`src/core/fsc_pkg.sv`:
```
// Purpose: Constants for the fault status capture block.
// Assumes: Classic Wishbone, 32-bit data, byte addresses.
// Notes: Register offsets are local to this block.
`default_nettype none
package fsc_pkg;
    // Five word registers need a 5-bit byte address; trap control sits at the fifth word.
    localparam logic [4:0] FSC_OFF_CFS = 5'h00;
    localparam logic [4:0] FSC_OFF_HFS = 5'h04;
    localparam logic [4:0] FSC_OFF_MFA = 5'h08;
    localparam logic [4:0] FSC_OFF_BFA = 5'h0c;
    localparam logic [4:0] FSC_OFF_CCR = 5'h10;
    localparam int FSC_UF_UNDEF = 16;
    localparam int FSC_UF_STATE = 17;
    localparam int FSC_UF_PC = 18;
    localparam int FSC_UF_NO_COPROC_FLAG = 19;
    localparam int FSC_UF_UNAL = 24;
    localparam int FSC_UF_DIV0 = 25;
    localparam int FSC_BF_IBUS = 8;
    localparam int FSC_BF_PRECISE = 9;
    localparam int FSC_BF_VALID = 15;
    localparam int FSC_MF_VALID = 7;
    localparam int FSC_HF_VECT = 1;
    localparam int FSC_HF_FORCED = 30;
    localparam int FSC_HF_DBG = 31;
    localparam int FSC_CCR_UNAL = 3;
    localparam int FSC_CCR_DIV0 = 4;
    localparam logic [31:0] FSC_CFS_MASK = 32'h030f_8380;
    localparam logic [31:0] FSC_HFS_MASK = 32'hc000_0002;
    localparam logic [31:0] FSC_RST_WORD = 32'h0000_0000;
endpackage : fsc_pkg
`default_nettype wire

```
`src/core/fsc_top.sv`:
```
// Purpose: Sticky fault cause flags and fault address capture, on a Wishbone slave.
// Assumes: Fault event inputs are one-cycle pulses from core logic on sys_clk_i.
// Notes: Offsets 0x0 status, 0x4 hard status, 0x8/0xc addresses, 0x10 trap control.
`default_nettype none
module fsc_top
    import fsc_pkg::*;
(
    input wire logic sys_clk_i,
    input wire logic resetn_i,
    input wire logic [4:0] wb_adr_i,
    input wire logic [31:0] wb_dat_i,
    input wire logic [3:0] wb_sel_i,
    input wire logic wb_we_i,
    input wire logic wb_cyc_i,
    input wire logic wb_stb_i,
    output logic [31:0] wb_dat_o,
    output logic wb_ack_o,
    output logic wb_err_o,
    input wire logic ev_ibus_prefetch_i,
    input wire logic ev_issue_i,
    input wire logic ev_div_zero_i,
    input wire logic ev_unaligned_i,
    input wire logic ev_unaligned_multi_i,
    input wire logic ev_coproc_i,
    input wire logic ev_bad_pc_i,
    input wire logic ev_bad_state_i,
    input wire logic ev_undef_i,
    input wire logic ev_forced_i,
    input wire logic ev_vector_i,
    input wire logic ev_mem_fault_i,
    input wire logic [31:0] ev_mem_addr_i,
    input wire logic ev_bus_precise_i,
    input wire logic [31:0] ev_bus_addr_i,
    output logic div_trap_en_o,
    output logic unal_trap_en_o
);
    logic rst_sync1_ff;
    logic rst_n;
    logic [31:0] cfs_ff;
    logic [31:0] hfs_ff;
    logic [31:0] mfa_ff;
    logic [31:0] bfa_ff;
    logic [31:0] ccr_ff;
    logic ibus_pend_ff;
    logic ack_ff;
    logic err_ff;
    logic [31:0] dat_ff;

    // Reset is released through two flip-flops.
    always_ff @(posedge sys_clk_i or negedge resetn_i)
    begin
        if (!resetn_i)
        begin
            rst_sync1_ff <= 1'b0;
            rst_n <= 1'b0;
        end
        else
        begin
            rst_sync1_ff <= 1'b1;
            rst_n <= rst_sync1_ff;
        end
    end

    // Bus decode: a request is accepted once; the ack blocks a second take.
    wire req = wb_cyc_i & wb_stb_i & ~ack_ff & ~err_ff;
    wire a_cfs = (wb_adr_i == FSC_OFF_CFS);
    wire a_hfs = (wb_adr_i == FSC_OFF_HFS);
    wire a_mfa = (wb_adr_i == FSC_OFF_MFA);
    wire a_bfa = (wb_adr_i == FSC_OFF_BFA);
    wire a_ccr = (wb_adr_i == FSC_OFF_CCR);
    wire hit = a_cfs | a_hfs | a_mfa | a_bfa | a_ccr;
    wire [31:0] bmask = {{8{wb_sel_i[3]}}, {8{wb_sel_i[2]}}, {8{wb_sel_i[1]}}, {8{wb_sel_i[0]}}};
    // A write lands at the edge where the master samples ack, while the request still stands.
    wire wr = wb_cyc_i & wb_stb_i & wb_we_i & ack_ff & hit;
    wire [31:0] w1c = wb_dat_i & bmask;

    // Event qualification.
    wire div_hit = ev_div_zero_i & ccr_ff[FSC_CCR_DIV0];
    wire unal_hit = (ev_unaligned_i & ccr_ff[FSC_CCR_UNAL]) | ev_unaligned_multi_i;
    wire ibus_set = ibus_pend_ff & ev_issue_i;

    wire [31:0] cfs_set = (32'(div_hit) << FSC_UF_DIV0)
        | (32'(unal_hit) << FSC_UF_UNAL)
        | (32'(ev_coproc_i) << FSC_UF_NO_COPROC_FLAG)
        | (32'(ev_bad_pc_i) << FSC_UF_PC)
        | (32'(ev_bad_state_i & ~ev_undef_i) << FSC_UF_STATE)
        | (32'(ev_undef_i) << FSC_UF_UNDEF)
        | (32'(ibus_set) << FSC_BF_IBUS)
        | (32'(ev_bus_precise_i) << FSC_BF_PRECISE)
        | (32'(ev_bus_precise_i) << FSC_BF_VALID)
        | (32'(ev_mem_fault_i) << FSC_MF_VALID);
    // A memory fault without a new bus address drops the bus valid flag.
    wire [31:0] cfs_kill = 32'(ev_mem_fault_i & ~ev_bus_precise_i) << FSC_BF_VALID;
    wire [31:0] cfs_clr = (wr & a_cfs) ? w1c : 32'h0000_0000;
    // Set wins over a same-cycle clear.
    wire [31:0] nxt_cfs = ((cfs_ff & ~cfs_clr & ~cfs_kill) | cfs_set) & FSC_CFS_MASK;

    wire [31:0] hfs_set = (32'(ev_forced_i) << FSC_HF_FORCED)
        | (32'(ev_vector_i) << FSC_HF_VECT);
    // Writes cannot clear the debug bit; nothing sets it either, so it stays zero.
    wire [31:0] hfs_clr = (wr & a_hfs) ? (w1c & ~(32'h1 << FSC_HF_DBG)) : 32'h0000_0000;
    wire [31:0] nxt_hfs = ((hfs_ff & ~hfs_clr) | hfs_set) & FSC_HFS_MASK;

    wire [31:0] nxt_mfa = ev_mem_fault_i ? ev_mem_addr_i
        : ((wr & a_mfa) ? ((mfa_ff & ~bmask) | w1c) : mfa_ff);
    // Bus address: requested address on precise error only; fetch errors never load it.
    wire [31:0] nxt_bfa = ev_bus_precise_i ? ev_bus_addr_i
        : ((wr & a_bfa) ? ((bfa_ff & ~bmask) | w1c) : bfa_ff);

    // Read selection; the trap control word is the fifth mapped register.
    wire [31:0] rd_mux = a_cfs ? cfs_ff : a_hfs ? hfs_ff : a_mfa ? mfa_ff : a_bfa ? bfa_ff
        : a_ccr ? ccr_ff : 32'h0000_0000;

    // Status registers and fetch-error pending marker.
    always_ff @(posedge sys_clk_i or negedge rst_n)
    begin
        if (!rst_n)
        begin
            cfs_ff <= FSC_RST_WORD;
            hfs_ff <= FSC_RST_WORD;
            mfa_ff <= FSC_RST_WORD;
            bfa_ff <= FSC_RST_WORD;
            ibus_pend_ff <= 1'b0;
        end
        else
        begin
            cfs_ff <= nxt_cfs;
            hfs_ff <= nxt_hfs;
            mfa_ff <= nxt_mfa;
            bfa_ff <= nxt_bfa;
            ibus_pend_ff <= (ibus_pend_ff | ev_ibus_prefetch_i) & ~ev_issue_i;
        end
    end

    // Trap control register, written by byte lane; its enables gate the divide and single unaligned traps, not unaligned multiple.
    always_ff @(posedge sys_clk_i or negedge rst_n)
    begin
        if (!rst_n)
            ccr_ff <= FSC_RST_WORD;
        else if (wr & a_ccr)
            ccr_ff <= (ccr_ff & ~bmask) | w1c;
    end

    // Bus answer registered one cycle after the request; unmapped gives err.
    always_ff @(posedge sys_clk_i or negedge rst_n)
    begin
        if (!rst_n)
        begin
            ack_ff <= 1'b0;
            err_ff <= 1'b0;
            dat_ff <= FSC_RST_WORD;
            div_trap_en_o <= 1'b0;
            unal_trap_en_o <= 1'b0;
        end
        else
        begin
            ack_ff <= req & hit;
            err_ff <= req & ~hit;
            dat_ff <= rd_mux;
            div_trap_en_o <= ccr_ff[FSC_CCR_DIV0];
            unal_trap_en_o <= ccr_ff[FSC_CCR_UNAL];
        end
    end

    // Bus outputs come straight from their flip-flops.
    assign wb_ack_o = ack_ff;
    assign wb_err_o = err_ff;
    assign wb_dat_o = dat_ff;

    a_div_gate: assert property (@(posedge sys_clk_i) disable iff (!rst_n)
        (ev_div_zero_i && !ccr_ff[FSC_CCR_DIV0] && !cfs_ff[FSC_UF_DIV0]) |=> !cfs_ff[FSC_UF_DIV0])
        else $error("zero divide flag set without trap enable");
    a_unal_multi: assert property (@(posedge sys_clk_i) disable iff (!rst_n)
        ev_unaligned_multi_i |=> cfs_ff[FSC_UF_UNAL])
        else $error("unaligned multiple did not set flag");
    a_uf_sticky: assert property (@(posedge sys_clk_i) disable iff (!rst_n)
        (cfs_ff[FSC_UF_UNDEF] && !(wr && a_cfs && wb_dat_i[FSC_UF_UNDEF] && wb_sel_i[2])) |=> cfs_ff[FSC_UF_UNDEF])
        else $error("usage flag lost without clear");
    a_hf_forced: assert property (@(posedge sys_clk_i) disable iff (!rst_n)
        ev_forced_i |=> hfs_ff[FSC_HF_FORCED])
        else $error("forced bit not set");
    a_bfa_load: assert property (@(posedge sys_clk_i) disable iff (!rst_n)
        ev_bus_precise_i |=> (bfa_ff == $past(ev_bus_addr_i)) && cfs_ff[FSC_BF_VALID])
        else $error("bus fault address not captured");

    // An issue with no pending prefetch error must not raise the fetch error flag.
    a_ibus_gate: assert property (@(posedge sys_clk_i) disable iff (!rst_n)
        (ev_issue_i && !ibus_pend_ff && !cfs_ff[FSC_BF_IBUS] && !(wr && a_cfs)) |=> !cfs_ff[FSC_BF_IBUS])
        else $error("fetch error flag set without pending error");

    // A prefetch error followed by issue must raise the fetch error flag.
    a_ibus_set: assert property (@(posedge sys_clk_i) disable iff (!rst_n)
        (ev_issue_i && ibus_pend_ff) |=> cfs_ff[FSC_BF_IBUS])
        else $error("fetch error flag not set on issue");

    // A memory fault loads its address and marks it valid.
    a_mfa_load: assert property (@(posedge sys_clk_i) disable iff (!rst_n)
        ev_mem_fault_i |=> (mfa_ff == $past(ev_mem_addr_i)) && cfs_ff[FSC_MF_VALID])
        else $error("memory fault address not captured");

    // A memory fault with no new bus address drops the bus valid flag.
    a_bfv_drop: assert property (@(posedge sys_clk_i) disable iff (!rst_n)
        (ev_mem_fault_i && !ev_bus_precise_i) |=> !cfs_ff[FSC_BF_VALID])
        else $error("bus valid flag kept after memory fault");

    // Coprocessor, bad PC load and undecodable op each set their own flag.
    a_uf_causes: assert property (@(posedge sys_clk_i) disable iff (!rst_n)
        (ev_coproc_i || ev_bad_pc_i || ev_undef_i)
        |=> ((cfs_ff[FSC_UF_NO_COPROC_FLAG] || !$past(ev_coproc_i)) && (cfs_ff[FSC_UF_PC] || !$past(ev_bad_pc_i))
        && (cfs_ff[FSC_UF_UNDEF] || !$past(ev_undef_i))))
        else $error("usage cause flag not set");

    // An undefined instruction touching the status word must not set the bad state flag.
    a_state_excl: assert property (@(posedge sys_clk_i) disable iff (!rst_n)
        (ev_bad_state_i && ev_undef_i && !cfs_ff[FSC_UF_STATE]) |=> !cfs_ff[FSC_UF_STATE])
        else $error("bad state flag set by undefined instruction");

    // Vector read faults set their hard fault bit.
    a_hf_vector: assert property (@(posedge sys_clk_i) disable iff (!rst_n)
        ev_vector_i |=> hfs_ff[FSC_HF_VECT])
        else $error("vector read bit not set");

    // The vector read bit survives anything but a write of one to it.
    a_hf_sticky: assert property (@(posedge sys_clk_i) disable iff (!rst_n)
        (hfs_ff[FSC_HF_VECT] && !(wr && a_hfs && wb_dat_i[FSC_HF_VECT] && wb_sel_i[0])) |=> hfs_ff[FSC_HF_VECT])
        else $error("hard fault bit lost without clear");

    // The answer stands for exactly one cycle.
    a_ack_once: assert property (@(posedge sys_clk_i) disable iff (!rst_n)
        wb_ack_o |=> !wb_ack_o)
        else $error("ack held for more than one cycle");
endmodule // fsc_top
`default_nettype wire

```
`config.mk`:
```
export PLATFORM = sky130hd
export DESIGN_NAME = fsc_top
export DESIGN_NICKNAME = d
export VERILOG_FILES = /design/src/core/fsc_pkg.sv /design/src/core/fsc_top.sv
export SDC_FILE = /design/constraint.sdc
export NUM_CORES = 1
export LEC_CHECK = 0
export ABC_AREA = 1
export BUFFER_PORTS_ARGS = -buffer_cell sky130_fd_sc_hd__buf_2
export CORE_UTILIZATION = 50
export CTS_BUF_LIST = sky130_fd_sc_hd__clkbuf_8 sky130_fd_sc_hd__clkbuf_16
export CTS_CLUSTER_SIZE = 12
export DETAILED_ROUTE_END_ITERATION = 7
export PLACE_DENSITY = 0.75
export SYNTH_ARGS = -nofsm -noshare
export SYNTH_HDL_FRONTEND = slang
export SYNTH_SLANG_ARGS = --single-unit
export TNS_END_PERCENT = 5
```
`constraint.sdc`:
```
create_clock -name sys_clk_i -period 8.2 [get_ports sys_clk_i]
set_input_delay 0.82 -clock sys_clk_i [delete_from_list [all_inputs] [get_ports sys_clk_i]]
set_output_delay 0.82 -clock sys_clk_i [all_outputs]
set_load 0.01 [all_outputs]
```
==> results of run 1 <==
==> through the flow <==
stage	utilization [%]	std cells
2_1_floorplan	-	906
3_3_place_gp	57.5	1207
3_5_place_dp	57.5	1207
4_1_cts	61.3	1237
5_1_grt	61.3	1237
6_report	61.3	1237
==> per-layer routing <==
layer	wire, microns	track usage (%)	vias to the layer above
met3	1340	6.16	36
met1	8820	39.5	3095
met2	9170	44.7	279
met4	491	11.7	0
met5	0	0	-
li1	-	-	3209
==> power groups by stage <==
stage	Clock [mW]	Combinational [mW]	Sequential, mW
2_1_floorplan	0	0.0862	0.798
3_3_place_gp	0	0.159	0.793
3_5_place_dp	0	0.162	0.794
4_1_cts	0.701	0.163	0.782
5_1_grt	0.735	0.183	0.786
6_report	0.697	0.162	0.782
==> worst paths after layout <==
check,from,end,slack (ns),cells after the start
min reg2reg,rst_n$_DFF_PN0_,unal_trap_en_o$_DFF_PN0_,0.24,0
min,resetn_i,rst_n$_DFF_PN0_,0.17,1
min in group sys_clk_i,rst_sync1_ff$_DFF_PN0_,rst_n$_DFF_PN0_,0.36,0
max reg2reg,wb_ack_o$_DFF_PN0_,flip-flop,6.02,7
max in group asynchronous,rst_n$_DFF_PN0_,asynchronous set/reset pin,6.11,2
max,wb_adr_i[1],flip-flop,5.61,9
==> logic make-up (layout without fill, tap and decap cells) <==
logic type	Yosys count	in the layout
AOI/OAI and AO/OA	97	97
buffers and inverters	116	267
DFF	147	147
other	1	1
and+or+nand+nor	545	545
==> layout make-up <==
cell class              count  area share (%)
clock inverters             9           0.487
multi-input cells         643            34.5
repair buffers            167            10.1
inverters                  70            3.10
clock buffers              21            5.67
flip-flops and latches    147            43.4
well taps                 180            2.66
==> cells in the final DEF (no fill, tap or decap), types with 3 or more instances in the layout <==
| cell type | n |
|---|---|
| o21ai_1 | 39 |
| buf_4 | 9 |
| clkbuf_16 | 17 |
| clkinv_2 | 6 |
| o21ai_0 | 45 |
| inv_1 | 70 |
| clkbuf_8 | 4 |
| buf_2 | 158 |
| nand3_1 | 148 |
| nand4_2 | 8 |
| nand2_2 | 3 |
| dfrtp_1 | 146 |
| nand2_1 | 326 |
| o31ai_1 | 7 |
| nor2_1 | 39 |
| nor2_4 | 5 |
| nand3_2 | 6 |
| nand4_1 | 9 |
==> metrics.cfg, run 1 <==
[critical_path]
slowest_delay_ns=0.52
crit_arrival_ns=2.95
slowest_stage=nand2_1
crit_path_start_kind=primary input
crit_buf_inv=2
crit_top_cell=nand2_1
worstPathCellList=buf_2 -> nor2_4 -> nand2_1 -> nand2_1 -> nand3_2 -> nand2_1 -> buf_4 -> nand3_1 -> nand2_1
worstPathMaxFanout=16
crit_family=simple AND/OR/NAND/NOR gates
crit_required_ns=8.56
crit_type=in -> reg
end_kind=flip-flop

[logic_synthesis]
synth_common_cells=nand2_1, nand3_1, dfrtp_1, inv_1, o21ai_0
synth_most_common_cell=nand2_1
synth_mux_area_share_pct=0
avgSynthCellArea_sq_um=7.81
synth_cell_types=25
synth-compound-area-share_pct=7.29
synth-main-ff-cell=dfrtp_1
yosys_warnings=0
synthAdderAreaFrac_pct=0
ys_seq_area_share_pct=52.0
yosys-top-cells-area=dfrtp_1, nand2_1, nand3_1, inv_1, o21ai_0
async_flop_share_pct=100
yosysTopAreaCell=dfrtp_1
synth-simple-area-share_pct=34.1
synth_top_area_share_pct=52.0
syn_inst=906
syn-cell-area_sq_mm=0.00707
synth-xor-area-share_pct=0
ys_ff_latch=147
synth-edff-count=0
synth_fp_nets=1029
synth_top_family_by_area=simple AND/OR/NAND/NOR gates

[power_and_ir_drop]
switching_share_pct=25.2
clockPowerShare_pct=42.5
p_per_area_mw_per_mm2=193
ir_drop_uv=154
power.net_switching_mw=0.414
cellLeakagePower_nw=4.62
power_mw=1.64
comb_power_share_pct=9.9
pwr-share-seq_pct=47.6
internal_power_mw=1.23

[drt]
post_drt_wl_per_cell_microns=16.0
post-route-drc-count=0
drt_iter0_markers=626
routed_wl_microns=19800
drtAntennaViolNets=0
dr.pass1.iters=5
vias=6619
via_per_inst=5.35

[placed_design]
hpwl_microns=12600
placed_area_sq_mm=0.00796
gp_congestion=0.822
dpl_worst_slack_ns=5.20
portBuffers=158

[run_status]
status=completed

[cells_and_area]
area_growth_pct=19.9
final-seq-area_sq_mm=0.00368
fill_cells=1292
finalNetCount=1169
drive_gt1_share_pct=20.6
multi_input_area_sq_mm=0.00293
finalInstanceArea_sq_mm=0.00848
n_antenna_cell=0

[grt]
grt_max_degree=66
grt_overflow=0
grt_pass1_wl_microns=31900
grt_pass1_vias=6460
antenna_found_initial=0
grt.total_usage_pct=28.9

[sta]
clock.fmax_ghz=0.387
timing.final.crit_period_ns=2.59
skew_ns=0.00642
period_share_pct=31.5
relSlewSlack_pct=29.6
rsz0062_at_grt=false
setup_viol=0
maxSlewViolCount=0
tns_ns=0
fin_ws_ns=5.61
final-hold-violation-count=0
worst_pin_slew_ns=1.05
whs_ns=0.170

[clock_tree]
cts_htree_levels=4
post-cts-setup-buffers=0
clockBufferDepth=2
cts_tree=yes
cts-root-buf=clkbuf_16
clk_pin_slew_ns=0.06
cts_sinks=147
postCtsHoldBufs=0
ctsResizeCount=0
worstSkewPairLatency_ns=0.43
numCtsBuffers=17

[floorplanning]
die_w_microns=121
die_h_microns=121
fp.dieArea_sq_mm=0.0146
coreArea_sq_mm=0.0138
start_util_pct=51.2
core.rowCount=43
ios=159

[min_path]
hp-class=in -> async

[run]
cap_violations=0

Power figures use the tool's default switching activity.
==> run 2, diff against run 1 <==
clock period = 2.67 ns   (was 8.2 ns; I/O delays follow)
==> run 2 against run 1 <==
Against the previous run:
- non-clock buffer count up 11
- clock power increased to 3.2 times the previous value
- global-route usage hardly changed
- final area increased by 1.6%
==> metrics.cfg, run 2 (synthesis gave the netlist of run 1 again) <==
[run_status]
status=completed

[critical_path]
crit_required_ns=3.03
crit_path_start_kind=flip-flop
reg2reg_depth=7
crit_arrival_ns=2.23
crit_type=reg -> reg
worstPathMaxFanout=19
end_kind=flip-flop

[clock_tree]
worstSkewPairLatency_ns=0.43
cts_htree_levels=4
ctsResizeCount=0
cts_tree=yes
clockBufferDepth=2
cts_sinks=147
numCtsBuffers=17
clk_pin_slew_ns=0.06
post-cts-setup-buffers=0
cts-root-buf=clkbuf_16
postCtsHoldBufs=2

[placed_design]
place_inst=1216
portBuffers=158
gp_congestion=0.856
hpwl_microns=13000

[floorplanning]
die_h_microns=121
start_util_pct=51.2
fp.dieArea_sq_mm=0.0146
core.rowCount=43
die_w_microns=121
ios=159
coreArea_sq_mm=0.0138

[min_path]
hp-class=in -> reg
hold_depth=3

[power_and_ir_drop]
switching_share_pct=25.2
power.net_switching_mw=1.30
comb_power_share_pct=10.0
internal_power_mw=3.86
ir_drop_uv=497
cellLeakagePower_nw=4.68
pwr-share-seq_pct=46.5
clockPowerShare_pct=43.6
p_per_area_mw_per_mm2=598

[sta]
rsz0062_at_grt=false
skew_ns=0.00598
tns_ns=0
relSlewSlack_pct=46.8
maxSlewViolCount=0
period_share_pct=69.9
setup_viol=0
worst_pin_slew_ns=0.799
final-hold-violation-count=0
timing.final.crit_period_ns=1.87
clock.fmax_ghz=0.536

[drt]
routed_wl_microns=19500
dr.max_layer_used=met4
drtAntennaViolNets=0
dr_wl_met2_microns=9170
dr.pass1.iters=5
wl_met1_microns=8600
route.met3.wl_microns=1400
vias=6705
via_per_inst=5.36
post_drt_wl_per_cell_microns=15.6
post-route-drc-count=0
drt_iter0_markers=538

[run]
cap_violations=0

[grt]
grt.total_usage_pct=28.8
antenna_found_initial=0
grt_overflow=0
grt_pass1_vias=6436
grt_pass1_wl_microns=32100
grt_max_degree=146

[cells_and_area]
drive_gt1_share_pct=21.5
final_common_cell=nand2_1
n_antenna_cell=0
final_cell_mix=nand2_1, buf_2, nand3_1, dfrtp_1, inv_1
area_growth_pct=21.8
stdcell_count=1250
finalNetCount=1180

## run 2: cell types whose count changed in the layout (fill, tap and decap cells not counted), sizes merged
cell and change:
buf +9, clkinvlp +3, dlygate4sd3 +2, bufinv +1, clkbuf -1, inv -1
## run 2: worst paths after layout
kind,from,endpoint,slack [ns]
max,wb_ack_o$_DFF_PN0_,flip-flop,0.80
max in group asynchronous,rst_n$_DFF_PN0_,asynchronous set/reset pin,1.63
min reg2reg,rst_sync1_ff$_DFF_PN0_,rst_n$_DFF_PN0_,0.35
max reg2reg,wb_ack_o$_DFF_PN0_,flip-flop,0.80
min,ev_forced_i,hfs_ff[30]$_DFF_PN0_,0.03
min in group asynchronous,resetn_i,rst_n$_DFF_PN0_,0.14
## run 2: power groups by stage
stage | Clock, mW | Sequential, mW | Combinational [mW]
6_report | 2.25 | 2.39 | 0.513
3_3_place_gp | 0 | 2.43 | 0.503
3_5_place_dp | 0 | 2.43 | 0.512
4_1_cts | 2.27 | 2.39 | 0.517
2_1_floorplan | 0 | 2.45 | 0.265
5_1_grt | 2.36 | 2.40 | 0.584
## run 2: layer usage
metal	global-route usage, %	up-vias
met3	5.45	26
met2	45.3	271
met1	39.9	3173
li1	-	3235
met5	0	-
met4	10.4	0
## run 2: layout make-up
cell class | count | area, sq um
Inverter | 70 | 263
Clock inverter | 12 | 90.1
Fill cell | 1265 | 5210
Tap cell | 180 | 225
Timing Repair Buffer | 178 | 958
Sequential cell | 147 | 3680
Clock buffer | 20 | 467
Multi-Input combinational cell | 643 | 2930
## run 2: through the flow
stage               setup slack [ns]  instance area, sq um  util [%]  hold WS [ns]  power, mW
floorplan                      0.231                  7070         -       -0.0286       2.72
global placement               0.766                  8040      58.1        0.0543       2.93
detailed placement             0.729                  8040      58.1        0.0551       2.94
CTS                            0.799                  8610      62.3        0.0152       5.18
global route                   0.658                  8610      62.3        0.0341       5.35
finish                         0.804                  8610      62.3        0.0290       5.15
## run 2: critical path, stage by stage, from the launching register on
cell,delay (ns)
dfrtp_1,0.35
nand2_1,0.09
nor2_4,0.36
nand3_2,0.13
buf_4,0.22
nand2_2,0.38
nand3_1,0.16
nand2_1,0.10
==> run 3, diff against run 2 <==
CORE_UTILIZATION = 49   (was 50)
PLACE_DENSITY = 0.76   (was 0.75)
clock period = 1.5 ns   (was 2.67 ns; I/O delays follow)
==> run 3 against run 2 <==
Against the previous run:
- core utilization increased by 4.5 points
- die area rose by 2.0%
- clock-buffer cell count is 1 higher
- routed wire length increased by 7.2%
- worst hold slack worse by 0.025 ns
- clock power rose by 70%
- first-iteration DRC count fell by 9.9%
- register-to-register slack lost 0.80 ns
- sequential cell count did not move
- final cell count grew 4.8%
- critical path depth down 2
- clock skew up 0.0053 ns
- critical path type unchanged
- largest power group unchanged
- highest routed layer unchanged
==> metrics.cfg, run 3 (synthesis gave the netlist of run 1 again) <==
[sta]
timing.final.crit_period_ns=1.49
clock.fmax_ghz=0.670
rsz0062_at_grt=true
setup_viol=0
skew_ns=0.0113
period_share_pct=99.6
final-hold-violation-count=0
maxSlewViolCount=0

[cells_and_area]
area_growth_pct=32.0
final_cell_mix=nand2_1, buf_2, nand3_1, dfrtp_1, inv_1
final_common_cell=nand2_1
drive_gt1_share_pct=22.2
fin_util_pct=66.7
finalNetCount=1240
finalInstanceArea_sq_mm=0.00934
n_antenna_cell=0

[clock_tree]
cts_tree=yes
clk_pin_slew_ns=0.06
cts_sinks=147
cts_htree_levels=4
worstSkewPairLatency_ns=0.43
numCtsBuffers=17
cts-root-buf=clkbuf_16
clockBufferDepth=2

[power_and_ir_drop]
internal_power_mw=6.83
power.net_switching_mw=2.33
cellLeakagePower_nw=5.03
clockPowerShare_pct=41.9
switching_share_pct=25.4
comb_power_share_pct=11.6
ir_drop_uv=813
p_per_area_mw_per_mm2=981
pwr-share-seq_pct=46.6

[grt]
grt_max_degree=85
grt_overflow=0
grt_pass1_vias=6804
grt.total_usage_pct=29.2
antenna_found_initial=0
grt_pass1_wl_microns=33100

[critical_path]
end_kind=flip-flop
crit_path_start_kind=flip-flop
crit_type=reg -> reg
crit_required_ns=1.81
worstPathMaxFanout=9
crit_arrival_ns=1.80

[drt]
post-route-drc-count=0
via_per_inst=5.39
drtAntennaViolNets=0
drt_iter0_markers=485
vias=7066
routed_wl_microns=20900
post_drt_wl_per_cell_microns=16.0
dr.pass1.iters=8

[placed_design]
hpwl_microns=13400
gp_congestion=0.855
portBuffers=158
placed_area_sq_mm=0.00834

[floorplanning]
coreArea_sq_mm=0.0140
ios=159
die_w_microns=122
die_h_microns=122
start_util_pct=50.6
fp.dieArea_sq_mm=0.0149
core.rowCount=43

[run]
cap_violations=0

[min_path]
hp-class=in -> reg

[run_status]
status=completed

[run 3: changes by cell type in the layout (fill, tap and decap cells not counted), sizes merged]
cell	change
buf	+25
bufinv	-1
clkbuf	+1
clkinv	-1
clkinvlp	-3
dlygate4sd3	+35
inv	+4
[run 3: per-layer routing]
metal  global-route usage [%]  up-vias  routed length, microns
li1                         -     3364                       -
met1                     39.3     3359                    8960
met2                     47.4      306                   10100
met3                     5.06       37                    1490
met4                     10.7        0                     440
met5                        0        -                       0
[run 3: area by class of cell]
class	instances	area [sq um]
clock inverter	11	47.5
clock buffer	21	480
tap	180	225
sequential	147	3680
timing repair buffer	238	1640
multi-input combinational	643	3000
inverter	70	263
fill	1214	4650
[run 3: per-stage QoR]
step                TNS [ns]  power, mW  std cells  setup slack, ns  hold WS [ns]
finish                     0       9.16       1310          0.00665       0.00417
global route          -0.433       9.46       1310          -0.0952        0.0157
detailed placement     -4.24       5.28       1238           -0.157       -0.0622
CTS                        0       9.14       1309          0.00209       0.00101
global placement       -4.56       5.26       1238          -0.0868       -0.0625
floorplan              -5.87       4.84        906          -0.0405        -0.146
[run 3: power groups by stage]
| stage | registers (mW) | logic [mW] | clock network (mW) |
|---|---|---|---|
| global placement | 4.32 | 0.937 | 0 |
| detailed placement | 4.33 | 0.956 | 0 |
| global route | 4.28 | 1.18 | 4.00 |
| finish | 4.26 | 1.06 | 3.83 |
| floorplan | 4.36 | 0.471 | 0 |
| CTS | 4.26 | 1.04 | 3.84 |
[run 3: path summary, 6_finish.rpt]
path                                    start                         end  slack [ns]  depth (start not counted)
hold / removal                   wb_dat_i[16]                   flip-flop       0.004                          3
setup reg to reg           wb_ack_o$_DFF_PN0_        cfs_ff[24]$_DFF_PN0_       0.007                          5
hold reg to reg               rst_n$_DFF_PN0_       wb_dat_o[3]$_DFF_PN0_        0.33                          1
min in group asynchronous            resetn_i             rst_n$_DFF_PN0_        0.03                          2
setup / recovery           wb_ack_o$_DFF_PN0_        cfs_ff[24]$_DFF_PN0_       0.007                          5
max in group asynchronous     rst_n$_DFF_PN0_  asynchronous set/reset pin        0.75                          1
[run 3: critical path, stage by stage, from the launching register on]
cell and delay [ns]:
dfrtp_1 0.35, nand2_1 0.09, nor2_4 0.23, nand2_1 0.35, o21ai_1 0.28, nand2_1 0.07
[run 3: what timing repair did]
item | in CTS | in global routing
setup buffers | 2 | 1
endpoints found under the hold margin | 37 | 0
setup endpoints to repair | 53 | 77
gates resized for setup | 1 | 9
hold buffers | 37 | 0
pin swaps | 1 | 1
